===== config.mk =====
export PLATFORM = sky130hd
export DESIGN_NAME = odc_core
export DESIGN_NICKNAME = d
export VERILOG_FILES = /design/src/rtl/odc_core.sv
export VERILOG_INCLUDE_DIRS = /design/src /design/src/inc
export SDC_FILE = /design/constraint.sdc
export NUM_CORES = 1
export LEC_CHECK = 0
export BUFFER_PORTS_ARGS = -buffer_cell sky130_fd_sc_hd__buf_2
export CORE_MARGIN = 1
export CORE_UTILIZATION = 50
export DETAILED_ROUTE_END_ITERATION = 8
export PLACE_DENSITY = 0.67
export SLEW_MARGIN = 10
export SYNTH_ARGS = -nofsm -noshare
export SYNTH_HDL_FRONTEND = slang
export SYNTH_SLANG_ARGS = --single-unit

===== constraint.sdc =====
create_clock -name CLK -period 4.1 [get_ports CLK]
set_input_delay 0.615 -clock CLK [delete_from_list [all_inputs] [get_ports CLK]]
set_output_delay 0.615 -clock CLK [all_outputs]
set_load 0.05 [all_outputs]

===== src/inc/odc_regs.svh =====
`ifndef ODC_REGS_SVH
`define ODC_REGS_SVH
// register indexes
`define ODC_REG_OUT 3'h0
`define ODC_REG_MODE 3'h1
`define ODC_REG_OLEN 3'h2
`define ODC_REG_CFG 3'h3
`define ODC_REG_OLF 3'h4
`define ODC_REG_THF 3'h5
`define ODC_REG_GLF 3'h6
`define ODC_REG_OVS 3'h7
`define ODC_RST_BYTE 8'h00
// command codes
`define ODC_CMD_WR_OUT 7'h00
`define ODC_CMD_WR_MODE 7'h01
`define ODC_CMD_WR_OLEN 7'h02
`define ODC_CMD_WR_CFG 7'h03
`define ODC_CMD_READ 7'h20
`define ODC_CMD_STAT 7'h30
// config fields
`define ODC_CFG_WD_LO 0
`define ODC_CFG_WD_HI 1
`define ODC_CFG_JOIN_DW 2
`define ODC_CFG_JOIN_UP 3
`define ODC_CFG_SC_OFF 4
`define ODC_WD_SEL_OFF 2'h3
// global fault bits
`define ODC_GF_WARN 0
`define ODC_GF_VDD_UV 1
`define ODC_GF_V5_UV 2
`define ODC_GF_DIE_HOT 3
`define ODC_GF_CK_ERR 4
`define ODC_GF_DCDC 5
`define ODC_GF_CRC 6
`define ODC_GF_WD 7
// frame
`define ODC_FRAME_BITS 16
`define ODC_CHK_BITS 8
`define ODC_CRC_INIT 7'h7F
`define ODC_CRC_POLY 7'h37
// timing
`define ODC_CLK_NS 25
`define ODC_TICK_NS 1000000
`define ODC_STRETCH_MS 200
`define ODC_WD_MS_0 1200
`define ODC_WD_MS_1 600
`define ODC_WD_MS_2 200
`define ODC_SHORT_NS 100000
`endif


===== src/rtl/odc_core.sv =====
// Functional notes
// - command 0 writes output byte; 1 turns high side on, 0 off.
// - command 1 writes mode byte; 0 high-side switch, 1 push-pull.
// - command 2 writes open-load enable byte; detection works in high-side mode.
// - command 3 writes config; watchdog field picks one of three timeouts.
// - coupling bits disable push-pull; short bit keeps fault pin quiet.
// - command 0x20 reads register index; fault registers add real-time byte.
// - command 0x30 writes nothing and returns real-time status.
// - status response is eight fault bits then eight level or slow bits.
// - fault register bits set on event, cleared only by clear bit.
// - clear acts at select rise, skipped on transfer error.
// - serial plus command mode lets clear bit drop the fault latch.
// - open-load, thermal, die-heat and clock-error real-time faults in read responses are stretched to 200 ms.
// - parallel mode keeps output byte stored but outputs follow pins.
// - channel overheat turns both sides off; stretched and latched.
// - die overheat turns everything off and sets global bit 3.
// - open-load flags channels in high-side mode when enabled.
// - undervoltage turns all off, LEDs off, pin low; bits 0 to 2.
// - watchdog raises pin and bit 7; next select fall lowers it.
// - overcurrent gives slow mode, fault pulse 100 us, register 7 flag.
// - fault pin latched in serial command mode, otherwise real-time fault OR.
// - clear bit is the first bit shifted in, ahead of the command.
`timescale 1ns/100ps
`include "odc_regs.svh"
module odc_core #(
  parameter int unsigned TICK_CYC = `ODC_TICK_NS / `ODC_CLK_NS,
  parameter int unsigned STRETCH_MS = `ODC_STRETCH_MS
) (
  // clock and reset
  input wire logic CLK,
  input wire logic RESETN,
  // serial link
  input wire logic SCLK,
  input wire logic CS_N,
  input wire logic SDI,
  output logic SDO,
  // mode straps
  input wire logic SERIAL_SEL,
  input wire logic CMD_SEL,
  input wire logic CRC_EN,
  input wire logic LEVEL_SEL,
  // parallel channel inputs
  input wire logic [7:0] PAR_IN,
  // analog monitors
  input wire logic [7:0] TH_HOT,
  input wire logic [7:0] OL_LOW,
  input wire logic [7:0] SHORT_HI,
  input wire logic [7:0] OUT_OV,
  input wire logic [7:0] OUT_HI,
  input wire logic DIE_HOT,
  input wire logic VDD_UV,
  input wire logic V5_UV,
  input wire logic VDD_WARN,
  input wire logic DCDC_ILIM,
  // channel drivers
  output logic [7:0] HS_ON,
  output logic [7:0] LS_ON,
  output logic [7:0] SLOW_MODE,
  // indicators
  output logic [7:0] LED_STATE,
  output logic [7:0] LED_FAULT,
  output logic FAULT_N,
  output logic WD_FAULT,
  output logic CRC_ERR_N,
  output logic UV_N
);
  localparam int SW = 60;
  localparam logic [SW-1:0] SYNC_RST = 60'h0000_0000_0000_002;
  localparam logic [11:0] SHORT_CYC =
    12'((`ODC_SHORT_NS + `ODC_CLK_NS - 1) / `ODC_CLK_NS);
  localparam int NSTR = 18;

  function automatic logic [6:0] crc7(input logic [16:0] d);
    logic [6:0] c;
    logic fb;
    c = `ODC_CRC_INIT;
    for (int i = 16; i >= 0; i--) begin
      fb = c[6] ^ d[i];
      c = {c[5:0], 1'b0} ^ (fb ? `ODC_CRC_POLY : 7'h00);
    end
    return c;
  endfunction : crc7

  // three-stage pin sampling, change accepted once stages two and three agree
  logic [SW-1:0] s1_q, s2_q, s3_q, st_q, pin_raw;
  assign pin_raw = {DCDC_ILIM, VDD_WARN, V5_UV, VDD_UV, DIE_HOT, OUT_HI, OUT_OV,
    SHORT_HI, OL_LOW, TH_HOT, PAR_IN, LEVEL_SEL, CRC_EN, CMD_SEL, SERIAL_SEL,
    SDI, CS_N, SCLK};
  always_ff @(posedge CLK or negedge RESETN) begin
    if (!RESETN) begin
      s1_q <= SYNC_RST;
      s2_q <= SYNC_RST;
      s3_q <= SYNC_RST;
      st_q <= SYNC_RST;
    end else begin
      s1_q <= pin_raw;
      s2_q <= s1_q;
      s3_q <= s2_q;
      st_q <= (s2_q & s3_q) | (st_q & (s2_q ^ s3_q));
    end
  end

  logic dcdc_s, warn_s, v5uv_s, vdduv_s, die_s, lvl_sel_s, crc_en_s, cmd_s, ser_s;
  logic sdi_s, csn_s, sclk_s;
  logic [7:0] outhi_s, ov_s, short_s, ol_s, th_s, par_s;
  assign {dcdc_s, warn_s, v5uv_s, vdduv_s, die_s, outhi_s, ov_s, short_s, ol_s,
    th_s, par_s, lvl_sel_s, crc_en_s, cmd_s, ser_s, sdi_s, csn_s, sclk_s} = st_q;

  logic sclk_p_q, csn_p_q;
  logic sclk_rise, sclk_fall, cs_fall, cs_rise;
  always_ff @(posedge CLK or negedge RESETN) begin
    if (!RESETN) begin
      sclk_p_q <= 1'b0;
      csn_p_q <= 1'b1;
    end else begin
      sclk_p_q <= sclk_s;
      csn_p_q <= csn_s;
    end
  end
  assign sclk_rise = sclk_s & ~sclk_p_q & ~csn_s;
  assign sclk_fall = ~sclk_s & sclk_p_q & ~csn_s;
  assign cs_fall = ~csn_s & csn_p_q;
  assign cs_rise = csn_s & ~csn_p_q;

  // millisecond tick shared by stretchers and watchdog
  logic [15:0] tick_cnt_q;
  logic tick;
  assign tick = (tick_cnt_q == 16'(TICK_CYC - 1));
  always_ff @(posedge CLK or negedge RESETN) begin
    if (!RESETN) tick_cnt_q <= 16'h0000;
    else tick_cnt_q <= tick ? 16'h0000 : tick_cnt_q + 16'h0001;
  end

  // receive shift and clock count
  logic [23:0] rx_q;
  logic [2:0] mod_q;
  logic [4:0] cnt_q;
  always_ff @(posedge CLK or negedge RESETN) begin
    if (!RESETN) begin
      rx_q <= 24'h000000;
      mod_q <= 3'h0;
      cnt_q <= 5'h00;
    end else if (cs_fall) begin
      mod_q <= 3'h0;
      cnt_q <= 5'h00;
    end else if (sclk_rise) begin
      rx_q <= {rx_q[22:0], sdi_s};
      mod_q <= mod_q + 3'h1;
      if (cnt_q != 5'h1F) cnt_q <= cnt_q + 5'h01;
    end
  end

  // frame decode, last bits of the transfer belong to this device
  logic [7:0] f_cmd, f_dat, f_chk;
  logic ck_err, crc_bad, enough, frame_ok, zbit, do_clr, wr_ok;
  always_comb begin
    if (crc_en_s) begin
      f_cmd = rx_q[23:16];
      f_dat = rx_q[15:8];
      f_chk = rx_q[7:0];
    end else begin
      f_cmd = rx_q[15:8];
      f_dat = rx_q[7:0];
      f_chk = 8'h00;
    end
  end
  assign ck_err = (mod_q != 3'h0);
  assign crc_bad = crc_en_s & ~ck_err &
    (~f_chk[7] | (f_chk[6:0] != crc7({f_cmd, f_dat, 1'b1})));
  assign enough = (cnt_q >= 5'(`ODC_FRAME_BITS + (crc_en_s ? `ODC_CHK_BITS : 0)));
  assign frame_ok = enough & ~ck_err & ~crc_bad;
  assign zbit = f_cmd[7];
  assign do_clr = cs_rise & cmd_s & zbit & frame_ok;
  assign wr_ok = cs_rise & cmd_s & frame_ok;

  // settings registers
  logic [7:0] out_q, mode_q, olen_q, cfg_q;
  always_ff @(posedge CLK or negedge RESETN) begin
    if (!RESETN) begin
      out_q <= `ODC_RST_BYTE;
      mode_q <= `ODC_RST_BYTE;
      olen_q <= `ODC_RST_BYTE;
      cfg_q <= `ODC_RST_BYTE;
    end else if (wr_ok) begin
      case (f_cmd[6:0])
        `ODC_CMD_WR_OUT: out_q <= f_dat;
        `ODC_CMD_WR_MODE: mode_q <= f_dat;
        `ODC_CMD_WR_OLEN: olen_q <= f_dat;
        `ODC_CMD_WR_CFG: cfg_q <= {3'h0, f_dat[4:0]};
        default: ;
      endcase
    end
  end

  logic coupled, sc_quiet, uv_any;
  logic [7:0] pp_eff, ol_rt, val;
  assign coupled = cfg_q[`ODC_CFG_JOIN_UP] | cfg_q[`ODC_CFG_JOIN_DW];
  assign sc_quiet = cfg_q[`ODC_CFG_SC_OFF];
  assign pp_eff = coupled ? 8'h00 : mode_q;
  assign ol_rt = ol_s & olen_q & ~pp_eff;
  assign val = ser_s ? out_q : par_s;
  assign uv_any = vdduv_s | v5uv_s;

  // channel drive; thermal, die heat and undervoltage force both sides off
  logic [7:0] off;
  assign off = th_s | {8{die_s | uv_any}};
  always_ff @(posedge CLK or negedge RESETN) begin
    if (!RESETN) begin
      HS_ON <= 8'h00;
      LS_ON <= 8'h00;
      SLOW_MODE <= 8'h00;
      UV_N <= 1'b1;
    end else begin
      HS_ON <= val & ~off;
      LS_ON <= pp_eff & ~val & ~off;
      SLOW_MODE <= short_s;
      UV_N <= ~uv_any;
    end
  end

  // stretchers: a short blip still reads high for the full window
  logic ck_ev;
  logic [NSTR-1:0] str_in, str_out;
  logic [7:0] str_cnt_q [0:NSTR-1];
  assign ck_ev = cs_rise & ck_err;
  assign str_in = {ck_ev, die_s, th_s, ol_rt};
  generate
    for (genvar g = 0; g < NSTR; g++) begin : g_str
      always_ff @(posedge CLK or negedge RESETN) begin
        if (!RESETN) str_cnt_q[g] <= 8'h00;
        else if (str_in[g]) str_cnt_q[g] <= 8'(STRETCH_MS + 1);
        else if (tick && str_cnt_q[g] != 8'h00) str_cnt_q[g] <= str_cnt_q[g] - 8'h01;
      end
      assign str_out[g] = str_in[g] | (str_cnt_q[g] != 8'h00);
    end
  endgenerate
  logic [7:0] ol_str, th_str;
  logic ck_str, die_str;
  assign {ck_str, die_str, th_str, ol_str} = str_out;

  // watchdog on select activity
  logic [10:0] wd_ms_q, wd_lim;
  logic wd_q, wd_en;
  always_comb begin
    case (cfg_q[`ODC_CFG_WD_HI:`ODC_CFG_WD_LO])
      2'h0: wd_lim = 11'(`ODC_WD_MS_0);
      2'h1: wd_lim = 11'(`ODC_WD_MS_1);
      2'h2: wd_lim = 11'(`ODC_WD_MS_2);
      default: wd_lim = 11'h7FF;
    endcase
  end
  assign wd_en = (cfg_q[`ODC_CFG_WD_HI:`ODC_CFG_WD_LO] != `ODC_WD_SEL_OFF);
  always_ff @(posedge CLK or negedge RESETN) begin
    if (!RESETN) begin
      wd_ms_q <= 11'h000;
      wd_q <= 1'b0;
    end else if (cs_fall) begin
      wd_ms_q <= 11'h000;
      wd_q <= 1'b0;
    end else begin
      if (tick && wd_ms_q != 11'h7FF) wd_ms_q <= wd_ms_q + 11'h001;
      if (wd_en && wd_ms_q >= wd_lim) wd_q <= 1'b1;
    end
  end
  assign WD_FAULT = wd_q;

  // crc error indicator, refreshed at each select rise ending a long enough frame with no clock count error
  logic crc_error_indicator_q;
  always_ff @(posedge CLK or negedge RESETN) begin
    if (!RESETN) crc_error_indicator_q <= 1'b0;
    else if (cs_rise && enough && !ck_err) crc_error_indicator_q <= crc_bad;
  end
  assign CRC_ERR_N = ~crc_error_indicator_q;

  // latched fault registers; a new event beats a clear in the same cycle
  logic [7:0] olf_q, thf_q, glf_q, g_rt, g_ev;
  assign g_rt = {wd_q, crc_error_indicator_q, dcdc_s, ck_str, die_str, v5uv_s, vdduv_s, warn_s};
  assign g_ev = {wd_q, cs_rise & crc_bad, dcdc_s, ck_ev, die_s, v5uv_s, vdduv_s,
    warn_s};
  always_ff @(posedge CLK or negedge RESETN) begin
    if (!RESETN) begin
      olf_q <= `ODC_RST_BYTE;
      thf_q <= `ODC_RST_BYTE;
      glf_q <= `ODC_RST_BYTE;
    end else begin
      olf_q <= (do_clr ? 8'h00 : olf_q) | ol_str;
      thf_q <= (do_clr ? 8'h00 : thf_q) | th_str;
      glf_q <= (do_clr ? 8'h00 : glf_q) | g_ev;
    end
  end

  // overcurrent fault pulse
  logic [7:0] short_p_q;
  logic [11:0] sc_cnt_q;
  logic sc_new, sc_act;
  assign sc_new = |(short_s & ~short_p_q);
  assign sc_act = (sc_cnt_q != 12'h000);
  always_ff @(posedge CLK or negedge RESETN) begin
    if (!RESETN) begin
      short_p_q <= 8'h00;
      sc_cnt_q <= 12'h000;
    end else begin
      short_p_q <= short_s;
      if (sc_new && !sc_quiet) sc_cnt_q <= SHORT_CYC;
      else if (sc_act) sc_cnt_q <= sc_cnt_q - 12'h001;
    end
  end

  // fault pin: irq latch in serial command mode, real-time OR elsewhere
  logic flt_rt, latched_mode, irq_q;
  assign flt_rt = (|th_str) | (|ol_str) | die_str | ck_str;
  assign latched_mode = ser_s & cmd_s;
  always_ff @(posedge CLK or negedge RESETN) begin
    if (!RESETN) irq_q <= 1'b0;
    else irq_q <= (do_clr ? 1'b0 : irq_q) | flt_rt | ck_ev;
  end
  always_ff @(posedge CLK or negedge RESETN) begin
    if (!RESETN) FAULT_N <= 1'b1;
    else FAULT_N <= ~((latched_mode ? irq_q : flt_rt) | sc_act);
  end

  // indicator LEDs dark under undervoltage
  logic [7:0] f_bits, l_bits;
  assign f_bits = th_s | ol_rt;
  assign l_bits = lvl_sel_s ? short_s : outhi_s;
  always_ff @(posedge CLK or negedge RESETN) begin
    if (!RESETN) begin
      LED_STATE <= 8'h00;
      LED_FAULT <= 8'h00;
    end else begin
      LED_STATE <= uv_any ? 8'h00 : val;
      LED_FAULT <= uv_any ? 8'h00 : f_bits;
    end
  end

  // response word for the next transfer
  logic [15:0] resp_n, resp_q;
  always_comb begin
    resp_n = {f_bits, l_bits};
    if (cmd_s && f_cmd[6:0] == `ODC_CMD_READ) begin
      case (f_dat[2:0])
        `ODC_REG_OUT: resp_n = {8'h00, out_q};
        `ODC_REG_MODE: resp_n = {8'h00, mode_q};
        `ODC_REG_OLEN: resp_n = {8'h00, olen_q};
        `ODC_REG_CFG: resp_n = {8'h00, cfg_q};
        `ODC_REG_OLF: resp_n = {ol_str, olf_q};
        `ODC_REG_THF: resp_n = {th_str, thf_q};
        `ODC_REG_GLF: resp_n = {g_rt, glf_q};
        default: resp_n = {ov_s | short_s, 8'h00};
      endcase
    end
  end
  always_ff @(posedge CLK or negedge RESETN) begin
    if (!RESETN) resp_q <= 16'h0000;
    else if (cs_rise) resp_q <= resp_n;
  end

  // transmit; tail bits pass the received stream on for chaining
  logic [23:0] tx_q;
  logic [23:0] tx_ld;
  assign tx_ld = crc_en_s ? {resp_q, crc_error_indicator_q, 7'h00} : {8'h00, resp_q};
  always_ff @(posedge CLK or negedge RESETN) begin
    if (!RESETN) begin
      tx_q <= 24'h000000;
      SDO <= 1'b0;
    end else if (cs_fall) begin
      tx_q <= tx_ld;
      SDO <= crc_en_s ? tx_ld[23] : tx_ld[15];
    end else if (sclk_fall) begin
      tx_q <= {tx_q[22:0], rx_q[0]};
      SDO <= crc_en_s ? tx_q[22] : tx_q[14];
    end
  end
endmodule : odc_core


; ---- Yosys cells after proc, flatten, opt, wreduce, memory -nomap -nowiden
; Index checks and enable logic that the tools add are counted.
[word_totals]
ff_bits = 595
elab_cells = 372
[op_classes]
addsub = 24
magnitude_cmp = 2
n_eq_ne = 17
n_mux = 89
n_bitwise = 108
reduce_logical = 82
[ops]
columns = operator, count
row1 = two-way mux 8 bit, 47
row2 = nonzero test 8 bit, 18
row3 = "subtractor 8 x 1 -> 8 bit, second input constant", 18
row4 = bitwise AND 60 bit, 2
row5 = case mux 16 bit (7 select lines), 1
row6 = XOR 7 x 6 -> 7 bit, 16
row7 = two-way mux 6 bit, 17
row8 = OR 60 bit, 1
row9 = XOR 60 bit, 1
row10 = bitwise AND 8 bit, 6
row11 = OR 8 bit, 6
row12 = nonzero test 2 bit, 24
row13 = two-way mux 23 bit, 2
row14 = case mux 11 bit (3 select lines), 1
row15 = two-way mux 16 bit, 2
row16 = NOT 8 bit, 4
row17 = OR 1 bit, 28
row18 = logical AND 1 bit, 24
row19 = two-way mux 12 bit, 2
row20 = two-way mux 24 bit, 1
row21 = OR reduction 8 bit, 3
row22 = two-way mux 11 bit, 2
row23 = bitwise AND 1 bit, 17
row24 = "adder 16 x 1 -> 16 bit, second input constant", 1
row25 = other kinds (34), 78

; ---- Longest topological paths before layout
; Gate-level depths: netlist (run 1).
[logic_depth]
depth_word = 59
ltp_mapped = 15
ltp_nobuf = 15

; ---- Least setup slack after synthesis (run 1)
; Ideal clock, no wire load.
[synth_path]
path_type = register -> register
startpoint = register rx_q[18]
endpoint = register thf_q[5]
setup_time_ns = 0.124
arrival_time_ns = 3.573
setup_slack_ns = 0.403
stages_incl_launch_ff = 15
path_buffers = 2
period_less_slack_ns = 3.697
path_cell_list = dfrtp_1 > buf_4 > xnor2_1 > mux2_2 > xor3_2 > xor3_2 > xnor2_2 > or2_1 > o221ai_1 > o2111ai_1 > nor3_2 > nand3_1 > a21o_1 > buf_6 > a211o_1
[synth_between]
elab_chain_len = 33
elab_cells_between_ends = 42
[synth_lines]
columns = element, line
row1 = "start, declared", odc_core.sv:135  ; logic [23:0] rx_q;
row2 = "start signal, assigned", odc_core.sv:147  ; rx_q <= {rx_q[22:0], sdi_s};
row3 = two-way mux 8 bit *, odc_core.sv:157  ; if (crc_en_s) begin
row4 = XOR 1 bit *, odc_core.sv:78  ; fb = c[6] ^ d[i];
row5 = two-way mux 6 bit *, odc_core.sv:79  ; c = {c[5:0], 1'b0} ^ (fb ? `ODC_CRC_POLY : 7'h00);
row6 = XOR 7 x 6 -> 7 bit * (2 in series), odc_core.sv:79
row7 = XOR 1 bit, odc_core.sv:78
row8 = two-way mux 6 bit, odc_core.sv:79
row9 = XOR 7 x 6 -> 7 bit * (2 in series), odc_core.sv:79
row10 = XOR 1 bit, odc_core.sv:78
row11 = [15 not listed], n/a
row12 = != test 7 bit *, odc_core.sv:169  ; (~f_chk[7] | (f_chk[6:0] != crc7({f_cmd, f_dat, 1'b1})));
row13 = OR 1 bit *, odc_core.sv:169
row14 = bitwise AND 1 bit *, odc_core.sv:168  ; assign crc_bad = crc_en_s & ~ck_err &
row15 = NOT 1 bit *, odc_core.sv:171  ; assign frame_ok = enough & ~ck_err & ~crc_bad;
row16 = bitwise AND 1 bit *, odc_core.sv:171
row17 = bitwise AND 1 bit *, odc_core.sv:173  ; assign do_clr = cs_rise & cmd_s & zbit & frame_ok;
row18 = two-way mux 8 bit *, odc_core.sv:287  ; thf_q <= (do_clr ? 8'h00 : thf_q) | th_str;
row19 = OR 8 bit *, odc_core.sv:287
row20 = "end signal, assigned", odc_core.sv:283  ; thf_q <= `ODC_RST_BYTE;
row21 = "end signal, assigned", odc_core.sv:287
row22 = "end, declared", odc_core.sv:276  ; logic [7:0] olf_q, thf_q, glf_q, g_rt, g_ev;
; Mark *: on every way between the ends. The rest lies on a longest branch, timed or not.
; A chain may end at the register's enable or synchronous reset.

; ---- Final worst setup path (run 1)
[layout_path]
startpoint = register rx_q[23]
endpoint = register out_q[2]
[layout_between]
elab_chain_len = 41
elab_cells_between_ends = 55
[layout_lines]
columns = element, line
row1 = two-way mux 8 bit *, odc_core.sv:157
row2 = two-way mux 6 bit *, odc_core.sv:79
row3 = NOT 5 -> 6 bit (no line), n/a
row4 = XOR 7 x 6 -> 7 bit *, odc_core.sv:79
row5 = XOR 1 bit, odc_core.sv:78
row6 = two-way mux 6 bit, odc_core.sv:79
row7 = XOR 7 x 6 -> 7 bit * (2 in series), odc_core.sv:79
row8 = XOR 1 bit, odc_core.sv:78
row9 = [24 not listed], n/a
row10 = XOR 7 x 6 -> 7 bit *, odc_core.sv:79
row11 = != test 7 bit *, odc_core.sv:169
row12 = OR 1 bit *, odc_core.sv:169
row13 = bitwise AND 1 bit *, odc_core.sv:168
row14 = NOT 1 bit *, odc_core.sv:171
row15 = bitwise AND 1 bit *, odc_core.sv:171
row16 = bitwise AND 1 bit *, odc_core.sv:174  ; assign wr_ok = cs_rise & cmd_s & frame_ok;
row17 = AND reduction 2 bit (no line) *, n/a
row18 = "end signal, assigned", odc_core.sv:180  ; out_q <= `ODC_RST_BYTE;
row19 = "end signal, assigned", odc_core.sv:186  ; `ODC_CMD_WR_OUT: out_q <= f_dat;
row20 = "end, declared", odc_core.sv:177  ; logic [7:0] out_q, mode_q, olen_q, cfg_q;
; Marked as above.

==> results.md, run 1 <==
* Outcome: finished, final reports clean
* Crit-path max cell delay at around 450 ps
* Pre-antenna DRT Iters at 5
* Final antenna-violating net count at 0
* CTS Hold Bufs at 0
* Lkg Pwr at about 14 nW
* VDD IR-drop max at around 0.41 mV
* Synth top area cells: dfrtp_1, ha_1, xnor2_1
* Post-synthesis net count at 2391
* Primary FF master, synth: dfrtp_1
* Initial antenna violation count at 2
* Fmax at between 200 and 300 MHz
* Final Cell Area at 29320 µm²
* Die W at ~230 µm
* Fillcell total at between 4k and 5k
* Worst-path cell chain: xnor3_1 -> mux2i_1 -> xor3_2 -> xor3_2 -> xnor2_2 -> xor2_1 -> xor2_1 -> a31oi_1 -> nor3_2 -> buf_4 -> o21ai_4 -> buf_12 -> nor2_4 -> mux2_2
* Gr usage total at 22.66%
* Max-slew violations at 0
* Area occupied by multi-input gates at a little over 10000 µm²
* CP Max Fanout at 8
* Setup ws final at approximately 160 ps
* Final Setup Violations at 0
* Non-filler cells, final at ~3.1k
* Syn. warnings at 0
* Hold Vio Cnt, Final at 0
* Clock skew at 20.79 ps
* Post-synth EDFFs at 0
* CP startpoint kind: flip-flop
* Diode count at 0
* Die ar. at between 50000 and 60000 µm²
* Register area at about 15000 µm²
* Standard-cell rows at between 80 and 90
* Root buffer cell: clkbuf_16
* Yosys cell types at just over 70
* Clock tree buffer depth at 3
* Largest net degree at the start of global routing at 120
* Post-Syn Area at around 26000 µm²
* Max-Cap Viols at 0
* Residual DRC at 0
* Worst Hold Class: in2async
* Die H at 228.0 µm
* Avg WL per Cell at 18.59 µm
* TritonCTS Buffers at 60
* Worst endpoint data arrival time at 4430 ps
* Pre-CTS worst setup slack at 56.67 ps
* Layout area overhead at 14.76%
* CTS tree: yes
* Share of layout cells above drive strength 1 at ~15%
* Slew @ Worst Pin at approximately 1100 ps
* Placed Area at approximately 27000 µm²
* Post-synth ARST share at 100.0%
* Number of DRC markers in iteration 0 at 1114
* Slowest CP cell: dfrtp_1
* DPL Wire Length at approximately 40000 µm
* First-pass GRT wire length at about 94000 µm
* Pwr/cell area at between 500 and 600 nW/µm²
* Crit Path Class: reg2reg
* Synth top area share at between 50% and 60%
* Synth area leader: dfrtp_1
* CP endpoint kind: flip-flop
* Sequential fraction of the synthesis area at between 50% and 60%
* Core area at 50270 µm²
* Post-Syn Instances at 2226
* Syn avg cell area at ~11 µm²
* Vias in the first global route at ~17k
* Initial Utilization at between 50 and 60%
* Total global routing overflow at 0
* Critical Path RT at 4590 ps
* Vias at ~17k
* Period utilization at between 90% and 100%
* Placed cell count at 2967
* GP Congestion at between 0.9 and 1
* Slew HR at approximately a quarter
* Post-Route WL at approximately 57000 µm
* Clk sink count at about 600
* Number of buffers inserted by port buffering at around 110
* Routed vias/inst at 5.528
* H-tree levels at 2
* I/O pins at between 100 and 150
* Final nets at ~2.5k
* Final min period at approximately 3900 ps
* Clk slew on worst S/H paths at roughly 60 ps
* Register bit total from synthesis at 595
* Clock latency at the later pin of the worst-skew pair at 620 ps
[cells in the final DEF (no fill, tap or decap), types with 17 or more instances in the layout]
cell type | netlist | routed
and3_1 | 30 | 30
or3_1 | 19 | 19
inv_1 | 64 | 64
mux2i_1 | 41 | 38
dfrtp_1 | 588 | 587
nor2_1 | 206 | 205
clkbuf_16 | 0 | 61
nand2_1 | 189 | 189
xor2_1 | 61 | 61
mux2_2 | 69 | 69
nor4_1 | 32 | 30
nand2b_1 | 36 | 36
nand3_1 | 53 | 53
xnor2_1 | 112 | 112
nand4_1 | 20 | 20
buf_2 | 6 | 105
o21a_1 | 17 | 17
ha_1 | 103 | 103
a21o_1 | 77 | 77
o21ai_0 | 87 | 87
a21oi_1 | 77 | 77
nor3_1 | 82 | 81
buf_4 | 3 | 43
[critical path: cells and delay by family (launching register included)]
kind | cells | cell delay, ps
and+or+nand+nor | 2 | 380
xor gates and xnor gates | 6 | 1930
muxes | 2 | 560
buffers and inverters | 2 | 310
DFF | 1 | 450
AOI/OAI and AO/OA | 2 | 180
[logic make-up after synthesis]
group,share of synthesized area [%]
AND/OR/NAND/NOR,14.07
flip-flops,58.31
AO/OA/AOI/OAI,8.629
XOR/XNOR,6.994
buffers and inverters,2.302
multiplexers,4.648
adder cells (fa/ha/maj),5.044
[metrics by stage]
stage | hold slack, ps | setup TNS, ps | utilization, % | power, mW
2_1_floorplan | 319.4 | 0 | - | 8.310
3_3_place_gp | 332.3 | 0 | 53.84 | 9.026
3_5_place_dp | 334.7 | 0 | 53.84 | 9.089
4_1_cts | 63.73 | 0 | 58.21 | 15.12
5_1_grt | 69.12 | -41.81 | 58.32 | 15.67
6_report | 71.91 | 0 | 58.32 | 14.98
[synth_stat cells, drive strengths merged (3+ instances only)]
cell,n
a21oi,77
a211oi,13
clkbuf,71
or3b,6
xnor3,7
mux2i,41
and2,8
nand2,189
dfrtp,588
nand4,20
xnor2,113
o21a,17
inv,64
xor3,4
nor2,210
or3,19
or4,6
buf,14
nor4,32
a21o,77
xor2,61
o221ai,10
mux2,69
nor2b,12
nand3,53
nand3b,14
and4b,8
ha,103
or2,8
dfstp,7
nand2b,36
o22ai,5
a31oi,6
o31ai,5
o21bai,3
o2111ai,10
nor3,83
a211o,11
o21ai,90
and3,30
[where the power goes]
part / switching [mW] / leakage [nW] / internal (mW)
Sequential: 0.435 / 7.35 / 6.33
Combinational: 1.32 / 5.36 / 0.915
Clock: 2.29 / 1.07 / 3.68
Total: 4.04 / 13.8 / 10.9
[final cells by class]
| class | instances | share of cell area [%] |
|---|---|---|
| sequential | 595 | 50.82 |
| clock buffer | 89 | 6.043 |
| timing repair buffer | 157 | 3.491 |
| multi-input combinational | 1482 | 34.51 |
| tap | 672 | 2.868 |
| inverter | 64 | 0.8194 |
| clock inverter | 24 | 1.451 |
[sequential cells by signal (all words and copies together) (netlist names), 11 cells and up]
register and flops:
rx_q 24, s2_q 60, resp_q 16, tick_cnt_q 16
wd_ms_q 11, s1_q 60, str_cnt_q 144, st_q 60
s3_q 60, sc_cnt_q 12, tx_q 23
[timing repair]
item / in CTS / in global routing
resized for setup: 0 / 2
setup buffers: 0 / 3
endpoints found under the setup margin: 0 / 36
[routing by layer]
metal  GRT usage, %  routed length [µm]  vias up
met5              0                   0        -
met4          8.977                2266        0
met3          4.013                2977      126
met2          35.60               26480      419
met1          31.38               25600     8520
li1               -                   -     7979
[path summary, 6_finish.rpt]
kind / to / startpoint / slack, ps / cells past startpoint
max: out_q[2] / rx_q[23] / 160 / 14
min: st_q[27] / RESETN / 70 / 1
max reg2reg: out_q[2] / rx_q[23] / 160 / 14
min reg2reg: s2_q[11] / s1_q[11] / 350 / 0
max in group asynchronous: FAULT_N / RESETN / 2870 / 2
min in group CLK: s1_q[49] / OUT_HI[2] / 100 / 1
Note: power is estimated with default switching activity, not from simulation.
==> run 2: changes to the inputs <==
Settings changed: CORE_ASPECT_RATIO set to 1.25, HOLD_SLACK_MARGIN set to 0.06.
==> run 2 against run 1 <==
  * Combinational power increased by 2%
  * Sequential power hardly changed
  * Non-clock buffer count grew 22
  * Clock power decreased by 8.4%
  * Global-route usage grew 0.55 points
  * Cell count about the same
  * Highest routed layer unchanged
==> results.md, run 2 (synthesis gave the netlist of run 1 again) <==
* Die H at 254.7 µm (+12%)
* Final min period at 3956 ps (+13.88 ps)
* CP Max Fanout at 24 (+16)
* Largest net degree at the start of global routing at 99 (-18%)
* First-pass GRT wire length at 94220 µm (+0.36%)
* Worst endpoint data arrival time at 4460 ps (+30 ps)
* Initial Utilization at 50.67% (-0.15 points)
* Slowest CP cell: dfrtp_2
* Share of layout cells above drive strength 1 at 14.79% (-0.35 points)
* Placed Area at 27000 µm² (-0.23%)
* CP startpoint kind: flip-flop
* Crit-path max cell delay at 440 ps (about the same)
* Diode count at 0 (unchanged)
* VDD IR-drop max at 0.3678 mV (-9.9%)
* Vias at 17.12k (+0.43%)
* Die W at 204.2 µm (-10%)
* Hold Vio Cnt, Final at 0 (unchanged)
* Top Family by Delay on Critical Path: XOR/XNOR gates
* Setup ws final at 143.9 ps (-13.88 ps)
* Worst-path cell chain: inv_1 -> buf_4 -> buf_8 -> mux2i_1 -> xnor3_1 -> xor3_2 -> xnor2_2 -> or2_1 -> o221ai_1 -> o2111ai_1 -> nor3_2 -> buf_4 -> o21ai_4 -> buf_12 -> nor2_4 -> mux2_2
* Non-filler cells, final at 3085 (+0.065%)
* DPL Wire Length at 40650 µm (+1.8%)
* WHS Path Cells at 1
* Worst Hold Class: in2reg
* Outcome: finished, final reports clean
* Clk sink count at 595 (unchanged)
* Standard-cell rows at 92 (+12%)
* Core area at 50420 µm² (+0.29%)
* Largest reg by FF count: str_cnt_q
* Pwr/cell area at 495.3 nW/µm² (-3.0%)
* Placed cell count at 2948 (-0.64%)
* Utilization after layout at 58.13% (-0.19 points)
* Pre-CTS worst setup slack at -59.15 ps (-115.8 ps)
* Clock tree buffer depth at 3 (unchanged)
* Final nets at 2544 (+0.75%)
* R2r setup slk at 140 ps (about the same)
* Commonest non-fill, non-tap cells in the layout: dfrtp_1, nor2_1, nand2_1
* Register area at 14900 µm² (about the same)
* Initial antenna violation count at 0 (-2)
* CTS tree: yes
* Most common cell after layout, fill and taps aside: dfrtp_1
* H-tree levels at 2 (unchanged)
* Vias in the first global route at 17.60k (+1.7%)
* Final Cell Area at 29310 µm² (about the same)
* Avg WL per Cell at 18.98 µm (+2.1%)
* Period utilization at 96.49% (+0.34 points)
* Gr usage total at 23.21% (+0.55 points)
* Number of buffers inserted by port buffering at 106 (unchanged)
* Final antenna-violating net count at 0 (unchanged)
* Clk slew on worst S/H paths at 70 ps (about the same)
* Levels on crit path at 16 (+2)
* Clock skew at 30.28 ps (+9.488 ps)
* Die ar. at 52010 µm² (about the same)
* Area occupied by multi-input gates at 10130 µm² (about the same)
* Residual DRC at 0 (unchanged)
* I/O pins at 107 (unchanged)
* Max reg flops at 144 (unchanged)
* Slew @ Worst Pin at 1004 ps (-111.6 ps)
* Lkg Pwr at 13.76 nW (-0.21%)
* Fillcell total at 4195 (+1.4%)
* Max-slew violations at 0 (unchanged)
* CP endpoint kind: flip-flop
* GP Congestion at 0.8603 (-6.3%)
* Routed vias/inst at 5.548 (+0.36%)
* Fmax at 252.8 MHz (-0.35%)
* Number of DRC markers in iteration 0 at 1103 (-0.99%)
* Critical Path RT at 4600 ps (about the same)
* Slew HR at 31.76% (+6.1 points)
* Worst path bufs/invs at 5 (+3)
* TritonCTS Buffers at 57 (-5.0%)
* Pre-antenna DRT Iters at 5 (unchanged)
* Post-Route WL at 58550 µm (+2.1%)
* Final Setup Violations at 0 (unchanged)
* Worst r2r path cells at 16 (+2)
* Root buffer cell: clkbuf_16
* Most used cell, CP: buf_4
* Clock latency at the later pin of the worst-skew pair at 640 ps (+20 ps)
* Layout area overhead at 14.72% (about the same)
* Crit Path Class: reg2reg
* Max-Cap Viols at 0 (unchanged)
* Total global routing overflow at 0 (unchanged)
-- run 2: power breakdown --
| group | leakage (nW) | total [mW] | switching [mW] | internal, mW |
|---|---|---|---|---|
| Sequential | 7.35 | 6.77 | 0.437 | 6.33 |
| Clock | 0.958 | 5.47 | 2.31 | 3.15 |
| Combinational | 5.45 | 2.28 | 1.34 | 0.945 |
-- run 2: what timing repair did --
action                     in CTS  in global routing
pin swaps                       1                  5
setup endpoints to repair      32                 46
hold buffers                   27                  0
hold endpoints to repair       83                  0
buffers inserted                0                  3
gates resized for setup         1                  7
-- run 2: final timing paths --
path | startpoint | end
min | OUT_OV[4] | s1_q[43]
min in group asynchronous | RESETN | s1_q[27]
max in group asynchronous | RESETN | str_cnt_q[93]
min reg2reg | s1_q[57] | s2_q[57]
max | st_q[5] | mode_q[4]
max reg2reg | st_q[5] | mode_q[4]
-- run 2: through the flow --
| step | setup TNS, ps | hold slack [ps] | power [mW] |
|---|---|---|---|
| floorplan | 0 | 319.4 | 8.310 |
| global placement | 0 | 331.0 | 9.032 |
| detailed placement | -763.3 | 335.5 | 9.104 |
| CTS | 0 | 60.06 | 14.64 |
| global route | -1267 | 64.79 | 15.17 |
| finish | 0 | 96.07 | 14.52 |
-- run 2: area by class of cell --
type | instances | share of cell area, %
clock buffers | 77 | 5.362
clock inverters | 30 | 1.341
inverters | 64 | 0.8197
multi-input cells | 1482 | 34.55
flip-flops and latches | 595 | 50.85
well taps | 658 | 2.809
repair buffers | 179 | 4.269
-- run 2: routing by layer --
layer	global-route usage, %	vias up	part of all wire [%]
met2	39.41	385	50
met4	9.808	0	4.0
li1	-	8004	-
met5	0	-	0
met3	3.348	127	4.5
met1	29.72	8601	42
